File: src/include/dscd_cfg.svh
// Field positions, opcodes, cycle counts and register map.
// Definitions only; included by the decoder.
`ifndef DSCD_CFG_SVH
`define DSCD_CFG_SVH

// Program word fields
`define DSCD_F_OPC      23:16
`define DSCD_F_CLS      23:20
`define DSCD_F_BW       19:16
`define DSCD_F_WBK      17:16
`define DSCD_F_W2TOP    23:16
`define DSCD_B_DWORD    15
`define DSCD_B_BYTE     14
`define DSCD_F_DMODE    13:11
`define DSCD_F_DREG     10:7
`define DSCD_F_SMODE    6:4
`define DSCD_F_SREG     3:0
`define DSCD_B_TOFILE   13
`define DSCD_F_FADDR    12:0
`define DSCD_F_LITX     13:4
`define DSCD_F_LDST     3:0
`define DSCD_F_BSEL     15:12
`define DSCD_B_BITIND   11
`define DSCD_B_BITFILE  10
`define DSCD_F_BFADDR   9:0
`define DSCD_B_ACC      15
`define DSCD_F_MUL      14:12
`define DSCD_F_XPF      11:8
`define DSCD_F_XD       7:6
`define DSCD_F_YPF      5:2
`define DSCD_F_YD       1:0
`define DSCD_B_SHLIT    14
`define DSCD_F_SHAMT    13:8
`define DSCD_B_SHADOW   15
`define DSCD_F_PALO     15:0
`define DSCD_F_PAHI     6:0

// Class nibbles
`define DSCD_CN_CTRL    4'h0
`define DSCD_CN_FILE    4'h1
`define DSCD_CN_BIT     4'h2
`define DSCD_CN_MAC     4'h3
`define DSCD_CN_DSP     4'h4
`define DSCD_CN_LITA    4'h6
`define DSCD_CN_LITB    4'h7
`define DSCD_B_WCLS     3

// Control opcodes
`define DSCD_OP_NOP     8'h00
`define DSCD_OP_JMP     8'h01
`define DSCD_OP_CBRA    8'h02
`define DSCD_OP_CALLI   8'h03
`define DSCD_OP_GOTOI   8'h04
`define DSCD_OP_TBLRD   8'h05
`define DSCD_OP_TBLWR   8'h06
`define DSCD_OP_RET     8'h07
`define DSCD_OP_RETI    8'h08
`define DSCD_OP_SKIP    8'h09
`define DSCD_OP_GOTO2   8'h0A
`define DSCD_OP_CALL2   8'h0B
`define DSCD_OP_MOVD2   8'h0C

// Cycle counts
`define DSCD_CYC_ONE    2'h1
`define DSCD_CYC_TWO    2'h2
`define DSCD_CYC_THREE  2'h3

// Flags and literal limits
`define DSCD_FLG_GEN    9'h01F
`define DSCD_FLG_DSP    9'h1E0
`define DSCD_FLG_Z      4
`define DSCD_LIT_BYTE   10'h0FF
`define DSCD_BIT0       16'h0001
`define DSCD_W2_ZERO    8'h00

// Register map and bits
`define DSCD_F_AOFS     7:0
`define DSCD_A_CTRL     8'h00
`define DSCD_A_STAT     8'h04
`define DSCD_A_ERR      8'h08
`define DSCD_A_LAST     8'h0C
`define DSCD_A_CYC      8'h10
`define DSCD_CTRL_RST   32'h0000_0001
`define DSCD_B_EN       0
`define DSCD_E_W2       0
`define DSCD_E_ODD      1
`define DSCD_E_LIT      2
`define DSCD_B_HTACT    1
`define DSCD_HRESP_OK   1'b0
`define DSCD_ZERO32     32'h0000_0000

`endif

File: src/include/dscd_pkg.sv
// Types of the decoder and its bench: classes, modes, states, record.
// Needs no other file.
package dscd_pkg;
    typedef enum logic [2:0] {
        DSCD_CLS_CTRL = 3'h0, DSCD_CLS_FILE = 3'h1, DSCD_CLS_BIT = 3'h2,
        DSCD_CLS_LIT  = 3'h3, DSCD_CLS_MAC  = 3'h4, DSCD_CLS_DSP = 3'h5,
        DSCD_CLS_WORKING_REG_ZERO = 3'h6, DSCD_CLS_RSVD = 3'h7
    } dscd_cls_t;
    typedef enum logic [1:0] {
        DSCD_MODE_WORD = 2'h0, DSCD_MODE_BYTE = 2'h1, DSCD_MODE_DWORD = 2'h2
    } dscd_mode_t;
    typedef enum logic [1:0] {
        DSCD_WBK_NONE = 2'h0, DSCD_WBK_W13 = 2'h1, DSCD_WBK_INC2 = 2'h2
    } dscd_wbk_t;
    typedef enum logic [1:0] {
        DSCD_ST_FIRST = 2'h1, DSCD_ST_SECOND = 2'h2
    } dscd_st_t;
    typedef struct packed {
        logic [8:0] upd;
        logic [8:0] val;
    } dscd_flag_upd_t;
    typedef struct packed {
        dscd_cls_t  cls;
        logic [7:0] opcode;
        logic [1:0] cycles;
        logic       two_word;
        logic       nop;
        dscd_mode_t mode;
        logic       shadow;
        logic [3:0] base_work_reg;
        logic [2:0] src_mode;
        logic [3:0] source_work_reg;
        logic [2:0] dst_mode;
        logic [3:0] dest_work_reg;
        logic       dst_present;
        logic [12:0] file_addr;
        logic       to_working_reg_zero;
        logic [9:0] ten_bit_literal;
        logic [3:0] bit_position_field;
        logic [15:0] bit_mask;
        logic       bit_indirect;
        logic       acc_b;
        logic [2:0] mul_pair;
        logic [3:0] x_prefetch;
        logic [1:0] x_dest;
        logic [3:0] y_prefetch;
        logic [1:0] y_dest;
        dscd_wbk_t  accum_writeback_dest;
        logic       shift_literal;
        logic [5:0] shift_amount;
        logic [22:0] program_addr_literal;
        logic [8:0] flag_mask;
    } dscd_dec_t;
endpackage

File: src/logic/dscd_decoder.sv
// Instruction format, operand-class and cycle-count decoder with status
// flags, reached over AHB-Lite. Assumes one program word per hclk under
// pm_valid, a datapath that samples dec on dec_valid, and one bus master.
//
// Overview of operation
// - Each single word is 24 bits; 8-bit opcode picks type, rest operands.
// - Exactly three instructions take two program words; others one.
// - Two-word instructions carry 48 bits; second word top 8 bits zero.
// - A second word executed alone performs no operation.
// - Every two-word instruction completes in two cycles.
// - Single word takes one cycle, two if condition true or PC changes.
// - Branch, indirect call/jump, table access, returns take two or three.
// - Taken skip takes two cycles, three over a two-word instruction.
// - Working-register class decodes base, source and destination operands.
// - File class decodes file address and file-or-register-zero select.
// - Bit class uses register or file operand; bit by literal or base.
// - Literal class decodes base, literal, destination if different.
// - Multiply class: accumulator, multiplicands, prefetches, write-back.
// - Other DSP decodes accumulator, operand with modifier, shift amount.
// - Write-back: register thirteen, or its target then plus two.
// - File address reaches data addresses zero through the upper limit.
// - Ten-bit literal limited to 255 in byte mode, 1023 in word.
// - Program address literal always has its least significant bit zero.
// - Five flags: carry, digit carry, negative, overflow, sticky zero.
// - Four DSP flags: overflow and saturation of accumulators A and B.
// - Four-bit bit select chooses one of sixteen operand bit positions.
// - Word mode unless byte or double selected; shadow select decodable.
`include "dscd_cfg.svh"
module dscd_decoder (
    // Clock and reset
    input  wire logic                   hclk,
    input  wire logic                   hresetn,
    // AHB-Lite slave
    input  wire logic                   hsel,
    input  wire logic [31:0]            haddr,
    input  wire logic [1:0]             htrans,
    input  wire logic                   hwrite,
    input  wire logic [2:0]             hsize,
    input  wire logic [31:0]            hwdata,
    input  wire logic                   hready,
    output logic      [31:0]            hrdata,
    output logic                        hreadyout,
    output logic                        hresp,
    // Program memory side
    input  wire logic                   pm_valid,
    input  wire logic [23:0]            pm_word,
    input  wire logic [23:0]            pm_next_word,
    // Execution side
    input  wire logic                   exec_cond_true,
    input  wire dscd_pkg::dscd_flag_upd_t exec_flags,
    output dscd_pkg::dscd_dec_t         dec,
    output logic                        dec_valid,
    output logic      [8:0]             status_flags
);
    import dscd_pkg::*;

    dscd_st_t    st_r, st_nxt;
    dscd_dec_t   dec_r, dec_nxt, hold_r, hold_nxt, d;
    dscd_cls_t   cls;
    logic        dvld_r, dvld_nxt;
    logic [31:0] ctrl_r, ctrl_nxt, cyc_r, cyc_nxt, rdata_r, rdata_nxt;
    logic [23:0] last_r, last_nxt;
    logic [8:0]  flg_r, flg_nxt;
    logic [2:0]  err_r, err_nxt, err_set;
    logic [7:0]  aofs_r, aofs_nxt;
    logic        wr_r, wr_nxt, ap, two, lit_err;
    logic [7:0]  op;

    // Two-word opcodes
    function automatic logic is_two(input logic [7:0] o);
        is_two = (o == `DSCD_OP_GOTO2) || (o == `DSCD_OP_CALL2) ||
                 (o == `DSCD_OP_MOVD2);
    endfunction

    // Operand class from the class nibble
    always_comb begin
        case (pm_word[`DSCD_F_CLS])
            `DSCD_CN_CTRL: cls = DSCD_CLS_CTRL;
            `DSCD_CN_FILE: cls = DSCD_CLS_FILE;
            `DSCD_CN_BIT:  cls = DSCD_CLS_BIT;
            `DSCD_CN_MAC:  cls = DSCD_CLS_MAC;
            `DSCD_CN_DSP:  cls = DSCD_CLS_DSP;
            `DSCD_CN_LITA: cls = DSCD_CLS_LIT;
            `DSCD_CN_LITB: cls = DSCD_CLS_LIT;
            default: begin
                cls = pm_word[`DSCD_B_WCLS + 20] ? DSCD_CLS_WORKING_REG_ZERO
                                                 : DSCD_CLS_RSVD;
            end
        endcase
    end

    // First-word decode of operands, mode and cycle count
    always_comb begin
        op = pm_word[`DSCD_F_OPC];
        d = '0;
        d.cls = cls;
        d.opcode = op;
        d.cycles = `DSCD_CYC_ONE;
        lit_err = 1'b0;
        two = 1'b0;
        case (cls)
            DSCD_CLS_CTRL: begin
                d.shadow = pm_word[`DSCD_B_SHADOW];
                if (op == `DSCD_OP_NOP) begin
                    d.nop = 1'b1;
                end else if (op == `DSCD_OP_CBRA) begin
                    d.cycles = exec_cond_true ? `DSCD_CYC_TWO
                                              : `DSCD_CYC_ONE;
                end else if (op == `DSCD_OP_SKIP) begin
                    if (exec_cond_true) begin
                        d.cycles = is_two(pm_next_word[`DSCD_F_OPC]) ?
                            `DSCD_CYC_THREE : `DSCD_CYC_TWO;
                    end
                end else if (op == `DSCD_OP_JMP || op == `DSCD_OP_CALLI ||
                             op == `DSCD_OP_GOTOI || op == `DSCD_OP_TBLRD ||
                             op == `DSCD_OP_TBLWR) begin
                    d.cycles = `DSCD_CYC_TWO;
                end else if (op == `DSCD_OP_RET || op == `DSCD_OP_RETI) begin
                    d.cycles = `DSCD_CYC_THREE;
                end else if (is_two(op)) begin
                    two = 1'b1;
                    d.shadow = 1'b0;
                    d.two_word = 1'b1;
                    d.cycles = `DSCD_CYC_TWO;
                    d.program_addr_literal =
                        23'(pm_word[`DSCD_F_PALO]);
                end else begin
                    d.nop = 1'b1;
                end
            end
            DSCD_CLS_FILE: begin
                d.file_addr = pm_word[`DSCD_F_FADDR];
                d.to_working_reg_zero = !pm_word[`DSCD_B_TOFILE];
                d.flag_mask = `DSCD_FLG_GEN;
            end
            DSCD_CLS_BIT: begin
                d.bit_position_field = pm_word[`DSCD_F_BSEL];
                d.bit_mask = `DSCD_BIT0 << pm_word[`DSCD_F_BSEL];
                d.bit_indirect = pm_word[`DSCD_B_BITIND];
                if (pm_word[`DSCD_B_BITFILE]) begin
                    d.file_addr = 13'(pm_word[`DSCD_F_BFADDR]);
                end else begin
                    d.src_mode = pm_word[`DSCD_F_SMODE];
                    d.source_work_reg = pm_word[`DSCD_F_SREG];
                end
                d.base_work_reg = pm_word[`DSCD_F_BW];
                d.flag_mask = `DSCD_FLG_GEN;
            end
            DSCD_CLS_LIT: begin
                d.base_work_reg = pm_word[`DSCD_F_BW];
                d.dest_work_reg = pm_word[`DSCD_F_LDST];
                d.dst_present = pm_word[`DSCD_F_LDST] !=
                                pm_word[`DSCD_F_BW];
                d.ten_bit_literal = pm_word[`DSCD_F_LITX];
                if (pm_word[`DSCD_B_BYTE]) begin
                    d.mode = DSCD_MODE_BYTE;
                    lit_err = pm_word[`DSCD_F_LITX] > `DSCD_LIT_BYTE;
                    d.ten_bit_literal = pm_word[`DSCD_F_LITX] &
                                        `DSCD_LIT_BYTE;
                end
                d.flag_mask = `DSCD_FLG_GEN;
            end
            DSCD_CLS_MAC: begin
                d.acc_b = pm_word[`DSCD_B_ACC];
                d.mul_pair = pm_word[`DSCD_F_MUL];
                d.x_prefetch = pm_word[`DSCD_F_XPF];
                d.x_dest = pm_word[`DSCD_F_XD];
                d.y_prefetch = pm_word[`DSCD_F_YPF];
                d.y_dest = pm_word[`DSCD_F_YD];
                case (pm_word[`DSCD_F_WBK])
                    2'h1:    d.accum_writeback_dest = DSCD_WBK_W13;
                    2'h2:    d.accum_writeback_dest = DSCD_WBK_INC2;
                    default: d.accum_writeback_dest = DSCD_WBK_NONE;
                endcase
                d.flag_mask = `DSCD_FLG_DSP;
            end
            DSCD_CLS_DSP: begin
                d.acc_b = pm_word[`DSCD_B_ACC];
                d.shift_literal = pm_word[`DSCD_B_SHLIT];
                d.shift_amount = pm_word[`DSCD_F_SHAMT];
                d.src_mode = pm_word[`DSCD_F_SMODE];
                d.source_work_reg = pm_word[`DSCD_F_SREG];
                d.flag_mask = `DSCD_FLG_DSP;
            end
            DSCD_CLS_WORKING_REG_ZERO: begin
                d.base_work_reg = pm_word[`DSCD_F_BW];
                d.src_mode = pm_word[`DSCD_F_SMODE];
                d.source_work_reg = pm_word[`DSCD_F_SREG];
                d.dst_mode = pm_word[`DSCD_F_DMODE];
                d.dest_work_reg = pm_word[`DSCD_F_DREG];
                d.dst_present = 1'b1;
                d.flag_mask = `DSCD_FLG_GEN;
            end
            default: d.nop = 1'b1;
        endcase
        // Width mode for data classes
        if (cls == DSCD_CLS_FILE || cls == DSCD_CLS_WORKING_REG_ZERO) begin
            if (pm_word[`DSCD_B_DWORD]) begin
                d.mode = DSCD_MODE_DWORD;
            end else if (pm_word[`DSCD_B_BYTE]) begin
                d.mode = DSCD_MODE_BYTE;
            end
        end
    end

    // Sequencing of first and second words
    always_comb begin
        st_nxt = st_r;
        hold_nxt = hold_r;
        dec_nxt = dec_r;
        dvld_nxt = 1'b0;
        last_nxt = last_r;
        err_set = '0;
        case (st_r)
            DSCD_ST_FIRST: begin
                if (pm_valid) begin
                    last_nxt = pm_word;
                    if (!ctrl_r[`DSCD_B_EN]) begin
                        dec_nxt = '0;
                        dec_nxt.nop = 1'b1;
                        dec_nxt.cls = DSCD_CLS_RSVD;
                        dec_nxt.cycles = `DSCD_CYC_ONE;
                        dvld_nxt = 1'b1;
                    end else if (two) begin
                        hold_nxt = d;
                        st_nxt = DSCD_ST_SECOND;
                    end else begin
                        dec_nxt = d;
                        dvld_nxt = 1'b1;
                        err_set[`DSCD_E_LIT] = lit_err;
                    end
                end
            end
            DSCD_ST_SECOND: begin
                if (pm_valid) begin
                    dec_nxt = hold_r;
                    dec_nxt.program_addr_literal = {pm_word[`DSCD_F_PAHI],
                        hold_r.program_addr_literal[15:1], 1'b0};
                    err_set[`DSCD_E_ODD] = hold_r.program_addr_literal[0];
                    err_set[`DSCD_E_W2] =
                        pm_word[`DSCD_F_W2TOP] != `DSCD_W2_ZERO;
                    dvld_nxt = 1'b1;
                    st_nxt = DSCD_ST_FIRST;
                end
            end
            default: st_nxt = DSCD_ST_FIRST;
        endcase
    end

    // Decoder state registers
    always_ff @(posedge hclk or negedge hresetn) begin
        if (!hresetn) begin
            st_r <= DSCD_ST_FIRST;
            hold_r <= '0;
            dec_r <= '0;
            dvld_r <= 1'b0;
            last_r <= '0;
        end else begin
            st_r <= st_nxt;
            hold_r <= hold_nxt;
            dec_r <= dec_nxt;
            dvld_r <= dvld_nxt;
            last_r <= last_nxt;
        end
    end

    // Bus address phase capture and register writes
    always_comb begin
        ap = hsel && hready && htrans[`DSCD_B_HTACT];
        aofs_nxt = ap ? haddr[`DSCD_F_AOFS] : aofs_r;
        wr_nxt = ap && hwrite;
        rdata_nxt = rdata_r;
        if (ap && !hwrite) begin
            case (haddr[`DSCD_F_AOFS])
                `DSCD_A_CTRL: rdata_nxt = ctrl_r;
                `DSCD_A_STAT: rdata_nxt = 32'(flg_r);
                `DSCD_A_ERR:  rdata_nxt = 32'(err_r);
                `DSCD_A_LAST: rdata_nxt = 32'(last_r);
                `DSCD_A_CYC:  rdata_nxt = cyc_r;
                default:      rdata_nxt = `DSCD_ZERO32;
            endcase
        end
        ctrl_nxt = ctrl_r;
        if (wr_r && aofs_r == `DSCD_A_CTRL) begin
            ctrl_nxt = hwdata;
        end
        // Error flags: write one to clear, a new event wins
        err_nxt = err_r;
        if (wr_r && aofs_r == `DSCD_A_ERR) begin
            err_nxt = err_r & ~hwdata[2:0];
        end
        err_nxt = err_nxt | err_set;
        // Status flags: datapath update wins over a software write
        flg_nxt = flg_r;
        if (wr_r && aofs_r == `DSCD_A_STAT) begin
            flg_nxt = hwdata[8:0];
        end
        for (int i = 0; i < 9; i++) begin
            if (exec_flags.upd[i]) begin
                flg_nxt[i] = (i == `DSCD_FLG_Z) ?
                    (flg_r[i] & exec_flags.val[i]) :
                    exec_flags.val[i];
            end
        end
        cyc_nxt = dvld_r ? cyc_r + 32'(dec_r.cycles) : cyc_r;
    end

    // Bus and software-visible registers
    always_ff @(posedge hclk or negedge hresetn) begin
        if (!hresetn) begin
            aofs_r <= '0;
            wr_r <= 1'b0;
            rdata_r <= `DSCD_ZERO32;
            ctrl_r <= `DSCD_CTRL_RST;
            err_r <= '0;
            flg_r <= '0;
            cyc_r <= `DSCD_ZERO32;
        end else begin
            aofs_r <= aofs_nxt;
            wr_r <= wr_nxt;
            rdata_r <= rdata_nxt;
            ctrl_r <= ctrl_nxt;
            err_r <= err_nxt;
            flg_r <= flg_nxt;
            cyc_r <= cyc_nxt;
        end
    end

    // Outputs straight from registers; hreadyout and hresp tied to constants
    assign hrdata = rdata_r;
    assign hreadyout = 1'b1;
    assign hresp = `DSCD_HRESP_OK;
    assign dec = dec_r;
    assign dec_valid = dvld_r;
    assign status_flags = flg_r;

endmodule

File: config.mk
export PLATFORM = sky130hd
export DESIGN_NAME = dscd_decoder
export DESIGN_NICKNAME = d
export VERILOG_FILES = /design/src/include/dscd_pkg.sv /design/src/logic/dscd_decoder.sv
export VERILOG_INCLUDE_DIRS = /design/src /design/src/include
export SDC_FILE = /design/constraint.sdc
export NUM_CORES = 1
export LEC_CHECK = 0
export ABC_AREA = 1
export BUFFER_PORTS_ARGS = -buffer_cell sky130_fd_sc_hd__buf_4
export CAP_MARGIN = 40
export CELL_PAD_IN_SITES_DETAIL_PLACEMENT = 2
export CELL_PAD_IN_SITES_GLOBAL_PLACEMENT = 2
export CORE_ASPECT_RATIO = 1.25
export CORE_MARGIN = 5
export CORE_UTILIZATION = 30
export DETAILED_ROUTE_END_ITERATION = 10
export HOLD_SLACK_MARGIN = 0.08
export PLACE_DENSITY = 0.7
export SETUP_SLACK_MARGIN = 0.3
export SYNTH_ARGS = -nofsm -noshare
export SYNTH_HDL_FRONTEND = slang
export SYNTH_SLANG_ARGS = --single-unit
export TNS_END_PERCENT = 5
File: constraint.sdc
create_clock -name hclk -period 3.6 [get_ports hclk]
set_clock_uncertainty 0.2 [all_clocks]
set_input_delay 0.36 -clock hclk [delete_from_list [all_inputs] [get_ports hclk]]
set_output_delay 0.36 -clock hclk [all_outputs]
set_load 0.01 [all_outputs]
==> out/metrics.cfg, run 1 <==
[final_layout]
nFillCells=6471
drive_above_1_share_pct=17.29
finalNonFillerCells=3164
multi_input_area_mm2=0.006148
final_nets=2525
fin_area_mm2=0.02281
layout_commonest_cell=nand2_1
layout_common_cells=565 x nand2_1, 399 x dfrtp_1, 298 x buf_4
area_growth_pct=28.78
register_area_mm2=0.01004

[die]
rows=99
die_w_um=227.3
io_pins=325
dieArea_mm2=0.06404
start_util_pct=30.30
die_h_um=281.7
core_mm2=0.05847

[drt]
firstDrtPassIters=4
postRouteAntennaNets=0
initialDrtViolationCount=582
dr_total_vias=15510
avgViaCountPerCell=4.901
drc=0
wire_per_inst_um=21.60
drt-total-wl_mm=68.36

[synthesis]
synth_warnings=0
ys_ff_latch=401
synth_area_mm2=0.01771
synth.distinct_cells=43
syn_avg_cell_area_um2=8.624
synthArstFlopShare_pct=100.0
synth_edf_count=0
synth-seq-area-share_pct=56.66
synth_cells=2054
synth_fp_nets=2201
synthFlopType=dfrtp_1

[worst_setup_path]
timing_worst_setup_path_type=register to register
slowest_delay_ns=0.62
r2r.worst_path.cells=6
critical_path.startpoint_type=register
cp.arrival_ns=3.30
crit_required_ns=3.91
cp_cell_sequence=nor2_1 > nand4_1 > inv_1 > nor2_1 > o31ai_1 > dlygate4sd3_1
r2r_setup_slack_ns=0.61
cpMostUsedCell=nor2_1
worstReg2RegStart=aofs_r[3]
slowest_stage=dlygate4sd3_1
crit_path_end_kind=register
r2r_end=status_flags[7]
cp_max_fo=11

[clocking]
cts_buffers=45
clk_pin_slew_ns=0.06
clk_latency_ns=0.57
tritoncts=done
cts-root-buf=clkbuf_16
htreeDepth=2
cts_setup_buffers=0
clock_sinks=401
clk_path_buf_depth=3

[pwr]
pwr_density_cell_mw_per_mm2=605.1
power_mw=13.80
ir_drop_uv=339.5
leakage_nw=11.62

[global_route]
grtUsageTotal_pct=21.05
overflow=0
grt_pass1_wl_mm=104.9
grt_pass1_vias=17500
antenna_found_initial=1
grt_max_degree=123

[hold_path]
whs_path_depth=7
min_to=dec[127]
hold_start=exec_cond_true
hold_path.class=input port to register

[flow_run]
maxCapViolations=0

[sta]
hold_ws_ns=0.1128
worst_pin_slew_ns=0.9123
finalSetupViolCount=0
hold_viol_final=0
finalSetupTns_ns=0
max-slew-margin-rel_pct=38.77
slew_violations=0
fmax_mhz=334.1
post-route-period-util_pct=83.15
rsz0062_at_grt=no
min_period_ns=2.994

[place]
place_congestion=0.8381
placed_area_mm2=0.02055
dp_cells=3003
io_buffers=278
place_hpwl_mm=47.46

[status]
status=finished, final reports clean

[registers in the layout (all words and copies together), names as in the netlist]
signal / count
dec_valid: 1
dec: 132
hold_r: 125
ctrl_r: 32
st_r: 2
hrdata: 32
aofs_r: 8
last_r: 24
err_r: 3
wr_r: 1
status_flags: 9
cyc_r: 32
[repair_timing]
item / in CTS / in global routing
hold buffers: 85 / 0
gates resized for setup: 0 / 0
hold endpoints to repair: 260 / 0
[how the worst max path moves through the flow]
stage | end | from | cells past startpoint
2_1_floorplan | cyc_r[26] | dec[126] | 11
3_5_place_dp | cyc_r[26] | dec[126] | 11
5_1_grt | status_flags[7] | aofs_r[3] | 6
3_3_place_gp | dec[57] | pm_word[23] | 8
6_report | status_flags[7] | aofs_r[3] | 6
4_1_cts | cyc_r[26] | dec[126] | 11
[per-layer routing]
metal	vias to the layer above	routed length [um]	share of wire, %	GRT usage, %
li1	7230	-	-	-
met1	7947	27840	41	25.08
met4	0	1660	2.4	5.138
met5	-	0	0	0
met2	256	35680	52	38.50
met3	75	3175	4.6	4.644
[metrics by stage]
| stage | util (%) | worst slack (ns) |
|---|---|---|
| 3_5_place_dp | 35.15 | 0.6850 |
| 6_report | 39.02 | 0.6065 |
| 4_1_cts | 39.02 | 0.6663 |
| 3_3_place_gp | 34.99 | 0.6953 |
| 5_1_grt | 39.02 | 0.4984 |
| 2_1_floorplan | - | 1.327 |
[synthesized netlist by cell type (22+ instances only)]
library cell  count  area share (%)
dfrtp_1         399              56
buf_2            27            0.76
nor2_1          193             4.1
clkbuf_1         62             1.3
a31oi_1          62             2.2
o21ai_0         128             3.6
nand3_1          89             2.5
a32oi_1          34             1.7
a21oi_1          43             1.2
nor3_1           22            0.62
o22ai_1          26            0.92
nand2_1         566              12
inv_1           242             5.1
nand4_1          25            0.88
[final cells by class]
type	instances	area share (%)
antenna	1	0.01097
tap	757	4.152
multi-input combinational	1287	26.95
clock inverter	18	0.9214
clock buffer	57	5.265
timing repair buffer	395	14.61
inverter	248	4.091
sequential	401	44.00
[where the power goes]
part           switching [mW]  internal (mW)  total [mW]
Sequential              0.573           5.31        5.89
Combinational            1.93           1.38        3.31
Clock                    1.97           2.64        4.61
[logic make-up (layout without fill, tap and decap cells)]
family / Yosys count / after routing / synth area share [%]
AO/OA/AOI/OAI: 332 / 332 / 11.23
XOR/XNOR: 22 / 22 / 1.088
adder cells (fa/ha/maj): 5 / 5 / 0.3956
buffers and inverters: 366 / 718 / 8.779
flip-flops: 401 / 401 / 56.66
multiplexers: 14 / 14 / 0.8899
other: 2 / 3 / 0.04239
AND/OR/NAND/NOR: 912 / 912 / 20.91
[critical path: cells and delay by family (launching register included)]
kind | cells | cell delay (ns)
buffers and inverters | 2 | 1.11
and+or+nand+nor | 3 | 0.85
DFF | 1 | 0.40
AOI/OAI and AO/OA | 1 | 0.35
(Power assumes the default switching activity.)
==> run 2: changes to the inputs <==
- PLACE_DENSITY: 0.7 -> 0.73
- clock period: 3.6 -> 2.5 ns (I/O delays scaled with it)
==> out/metrics.cfg, run 2 (same netlist as run 1, synthesis figures left out) <==
[global_route]
grt_pass1_vias=18320
overflow=0
grt_max_degree=144
antenna_found_initial=2
grtUsageTotal_pct=21.96
grt_pass1_wl_mm=109.2

[pwr]
ir_drop_uv=549.5
pwr_density_cell_mw_per_mm2=846.7
power_mw=20.74
leakage_nw=12.43

[sta]
hold_viol_final=0
max-slew-margin-rel_pct=36.24
rsz0062_at_grt=yes
min_period_ns=2.414
post-route-period-util_pct=96.57
fmax_mhz=414.2
slew_violations=0
finalSetupViolCount=0
worst_pin_slew_ns=0.9564
hold_ws_ns=0.08601

[hold_path]
whs_path_depth=4
hold_path.class=input port to register

[drt]
avgViaCountPerCell=4.968
drt-total-wl_mm=72.95
drc=0
dr_total_vias=16130
postRouteAntennaNets=0
initialDrtViolationCount=746
firstDrtPassIters=5
wire_per_inst_um=22.47

[clocking]
clock_sinks=401
htreeDepth=2
cts-root-buf=clkbuf_16
clk_path_buf_depth=3
clk_pin_slew_ns=0.06
tritoncts=done
cts_buffers=47
clk_latency_ns=0.58

[worst_setup_path]
slowest_stage=dfrtp_1
critical_path.startpoint_type=register
r2r.worst_path.cells=11
slowest_delay_ns=0.37
crit_cells=11
crit_path_end_kind=register
cp_cell_sequence=ha_2 > inv_2 > fa_2 > inv_2 > nand4_1 > nor2_2 > nand4_1 > nor2_2 > buf_4 > buf_6 > xor2_1
timing_worst_setup_path_type=register to register
path_buf_inv=4
crit_family=simple AND/OR/NAND/NOR gates
crit_required_ns=2.79
cp.arrival_ns=2.71
cp_max_fo=3

[place]
place_congestion=0.8229
place_hpwl_mm=49.29
dp_cells=3038
io_buffers=278

[final_layout]
area_growth_pct=38.30
drive_above_1_share_pct=24.96
finalNonFillerCells=3247
largest_reg_flops=132
layout_commonest_cell=nand2_1
final_nets=2601
layout_common_cells=499 x nand2_1, 399 x dfrtp_1, 321 x buf_4

[die]
start_util_pct=30.30
die_h_um=281.7
io_pins=325
die_w_um=227.3
rows=99
core_mm2=0.05847
dieArea_mm2=0.06404

[flow_run]
maxCapViolations=0

[status]
status=finished, final reports clean

run 2: final timing paths:
check | startpoint | endpoint | slack, ns
hold reg to reg | hold_r[124] | hold_r[124] | 0.26
hold / removal | pm_word[21] | dec[133] | 0.09
setup / recovery | cyc_r[0] | cyc_r[18] | 0.09
setup reg to reg | cyc_r[0] | cyc_r[18] | 0.09
min in group asynchronous | hresetn | ctrl_r[0] | 0.65
max in group asynchronous | hresetn | dec[78] | 0.98
run 2: area by class of cell:
cell class / count / area (um2)
clock inverter: 13 / 138.9
tap: 757 / 947.2
inverter: 248 / 952.2
timing repair buffer: 469 / 4143
clock buffer: 70 / 1373
antenna: 2 / 5.005
fill: 6424 / 33970
sequential: 401 / 10040
multi-input combinational: 1287 / 6904
run 2: per-stage QoR:
| step | area, um2 | setup WS (ns) | utilization, % | setup TNS (ns) |
|---|---|---|---|---|
| 2_1_floorplan | 17720 | 0.2386 | - | 0 |
| 3_3_place_gp | 20870 | 0.1110 | 35.69 | 0 |
| 3_5_place_dp | 20870 | -0.02406 | 35.69 | -0.02406 |
| 4_1_cts | 23520 | 0.1263 | 40.23 | 0 |
| 5_1_grt | 24500 | 0.007903 | 41.90 | 0 |
| 6_report | 24500 | 0.08576 | 41.90 | 0 |
run 2: worst min-delay path, stage by stage:
cell and delay [ns]:
dlymetal6s4s_1 0.27, buf_6 0.15, nand2_1 0.09, a31oi_1 0.08
run 2: per-layer routing:
layer / part of all wire, % / up-vias / track usage (%)
met4: 3.8 / 2 / 7.469
met2: 52 / 312 / 39.88
met1: 40 / 8287 / 25.54
met3: 4.5 / 135 / 4.801
met5: 0.018 / - / 0
li1: - / 7394 / -
run 2: power by group:
part           leakage [nW]  total, mW  switching [mW]  internal (mW)
clock network         0.743       6.88            2.88           4.00
registers              5.21       8.52           0.865           7.65
logic                  6.48       5.34            3.11           2.23
run 2: repair_timing:
action,4_1_cts,5_1_grt
cloned,1,0
pin swaps,8,77
endpoints found under the hold margin,625,4
buffers inserted,12,7
hold buffers,99,5
resized for setup,14,270
setup endpoints to repair,78,154
==> run 3: changes to the inputs <==
--- a/config.mk
+++ b/config.mk
@@ -15,4 +15,5 @@
 export CORE_MARGIN = 5
 export CORE_UTILIZATION = 30
+export CTS_BUF_LIST = sky130_fd_sc_hd__clkbuf_8
 export DETAILED_ROUTE_END_ITERATION = 10
 export HOLD_SLACK_MARGIN = 0.08
==> constraint.sdc (replaced) <==
create_clock -name hclk -period 2.5 [get_ports hclk]
set_clock_uncertainty 0.2 [all_clocks]
set_input_delay 0.375 -clock hclk [delete_from_list [all_inputs] [get_ports hclk]]
set_output_delay 0.375 -clock hclk [all_outputs]
set_load 0.01 [all_outputs]
==> out/metrics.cfg, run 3 (same netlist as run 1, synthesis figures left out) <==
[status]
status=finished, final reports clean

[hold_path]
whs_path_depth=7
hold_path.class=input port to register
hold_start=pm_word[23]
min_to=dec[102]

[place]
place_congestion=0.8622
io_buffers=278
place_hpwl_mm=49.74
dp_cells=3044
placed_area_mm2=0.02090

[sta]
slew_violations=0
rsz0062_at_grt=yes
hold_viol_final=0
finalSetupViolCount=0
post-route-period-util_pct=95.97
fmax_mhz=416.8
max-slew-margin-rel_pct=46.87
worst_pin_slew_ns=0.7970
hold_ws_ns=0.1291
min_period_ns=2.399

[worst_setup_path]
timing_worst_setup_path_type=register to register
r2r_setup_slack_ns=0.10
slowest_delay_ns=0.43
cp_max_fo=4
critical_path.startpoint_type=register
cp.arrival_ns=2.75
r2r_end=cyc_r[18]
crit_path_end_kind=register
slowest_stage=dfrtp_1
r2r.worst_path.cells=10
worstReg2RegStart=cyc_r[1]
crit_required_ns=2.85
cp_cell_sequence=inv_1 > fa_2 > inv_2 > nand4_1 > nor2_2 > nand4_1 > nor2_2 > buf_4 > buf_4 > xor2_1

[flow_run]
maxCapViolations=0

[final_layout]
finalNonFillerCells=3288
layout_common_cells=561 x nand2_1, 399 x dfrtp_1, 346 x buf_4
nFillCells=6425
drive_above_1_share_pct=21.26
area_growth_pct=33.42
fin_area_mm2=0.02364
layout_commonest_cell=nand2_1
final_nets=2624
largest_reg_flops=132
utilization_pct=40.43
diodes=0

[pwr]
p_sw_mw=6.705
power_mw=19.91
sw_frac_of_total_pct=33.68
pwr_density_cell_mw_per_mm2=842.3
internal_power_mw=13.20
p_seq_share_pct=42.7
p_comb_share_pct=25.5
leakage_nw=12.17
ir_drop_uv=444.0
p_clk_share_pct=31.8

[die]
rows=99
start_util_pct=30.30
die_h_um=281.7
dieArea_mm2=0.06404
die_w_um=227.3
core_mm2=0.05847
io_pins=325

[global_route]
overflow=0
antenna_found_initial=2
grt_pass1_vias=18570
grt_pass1_wl_mm=110.1
grtUsageTotal_pct=22.21
grt_max_degree=87

[drt]
drc=0
dr_total_vias=16160
drt-total-wl_mm=72.24
initialDrtViolationCount=660
postRouteAntennaNets=0
wire_per_inst_um=21.97
avgViaCountPerCell=4.913
firstDrtPassIters=5

[clocking]
tritoncts=done
clk_path_buf_depth=3
cts_buffers=73
clk_pin_slew_ns=0.06
clk_latency_ns=0.66
htreeDepth=3
clock_sinks=401
cts-root-buf=clkbuf_8

[run 3: changes by cell type in the layout (fill, tap and decap cells not counted), sizes merged]
cell,before,now
dlymetal6s4s,8,0
clkinv,10,7
inv,247,277
buf,366,368
bufinv,2,0
diode,2,0
dlygate4sd3,95,97
clkbuf,70,94
clkinvlp,2,0
[run 3: repair_timing]
action                                  in CTS  in global routing
hold buffers                                98                  0
gates cloned                                 1                  1
endpoints found under the setup margin      64                199
buffers inserted                             6                  9
resized for setup                           14                 21
hold endpoints to repair                   607                  0
pin swaps                                   12                 16
[run 3: routing by layer]
metal / wire length [um] / GRT usage (%) / vias to the layer above
met4: 2408 / 7.500 / 4
met3: 3448 / 4.696 / 121
met5: 21 / 0 / -
li1: - / - / 7437
met1: 28910 / 25.92 / 8270
met2: 37450 / 40.37 / 323
[run 3: cell type report]
class	instances	area, um2	area share (%)
inverter	248	935.9	3.960
sequential	401	10040	42.47
tap	757	947.2	4.007
clock inverter	36	182.7	0.7729
timing repair buffer	466	3993	16.89
multi-input combinational	1287	6260	26.48
clock buffer	93	1280	5.416
[run 3: power groups by stage]
stage                     combinational [mW]  clock [mW]  sequential, mW
after detailed placement                4.87           0            8.60
final                                   5.08        6.33            8.50
after global routing                    5.58        6.89            8.64
after floorplan                         2.09           0            8.63
after global placement                  4.67           0            8.56
after CTS                               5.05        6.56            8.51
[run 3: worst max-delay path, delay by kind of cell, from the launching register on]
| family | cells | cell delay (ns) |
|---|---|---|
| XOR/XNOR | 1 | 0.14 |
| adder cells (fa/ha/maj) | 1 | 0.37 |
| buffers and inverters | 4 | 0.44 |
| flip-flops | 1 | 0.43 |
| AND/OR/NAND/NOR | 4 | 0.72 |
[run 3: worst max-delay path by stage]
stage                        start  depth (start not counted)         to  slack [ns]
after floorplan           dec[126]                         11  cyc_r[26]        0.24
after global placement    cyc_r[0]                         11  cyc_r[26]         0.1
after detailed placement  cyc_r[0]                         11  cyc_r[26]        0.06
after CTS                 dec[127]                         12  cyc_r[29]        0.15
after global routing      cyc_r[0]                         11  cyc_r[26]       -0.05
final                     cyc_r[1]                         10  cyc_r[18]        0.10
[run 3: metrics by stage]
stage / setup TNS [ns] / setup slack, ns
4_1_cts: 0 / 0.1526
3_3_place_gp: 0 / 0.09779
2_1_floorplan: 0 / 0.2386
6_report: 0 / 0.1008
3_5_place_dp: 0 / 0.06169
5_1_grt: -0.08309 / -0.04558
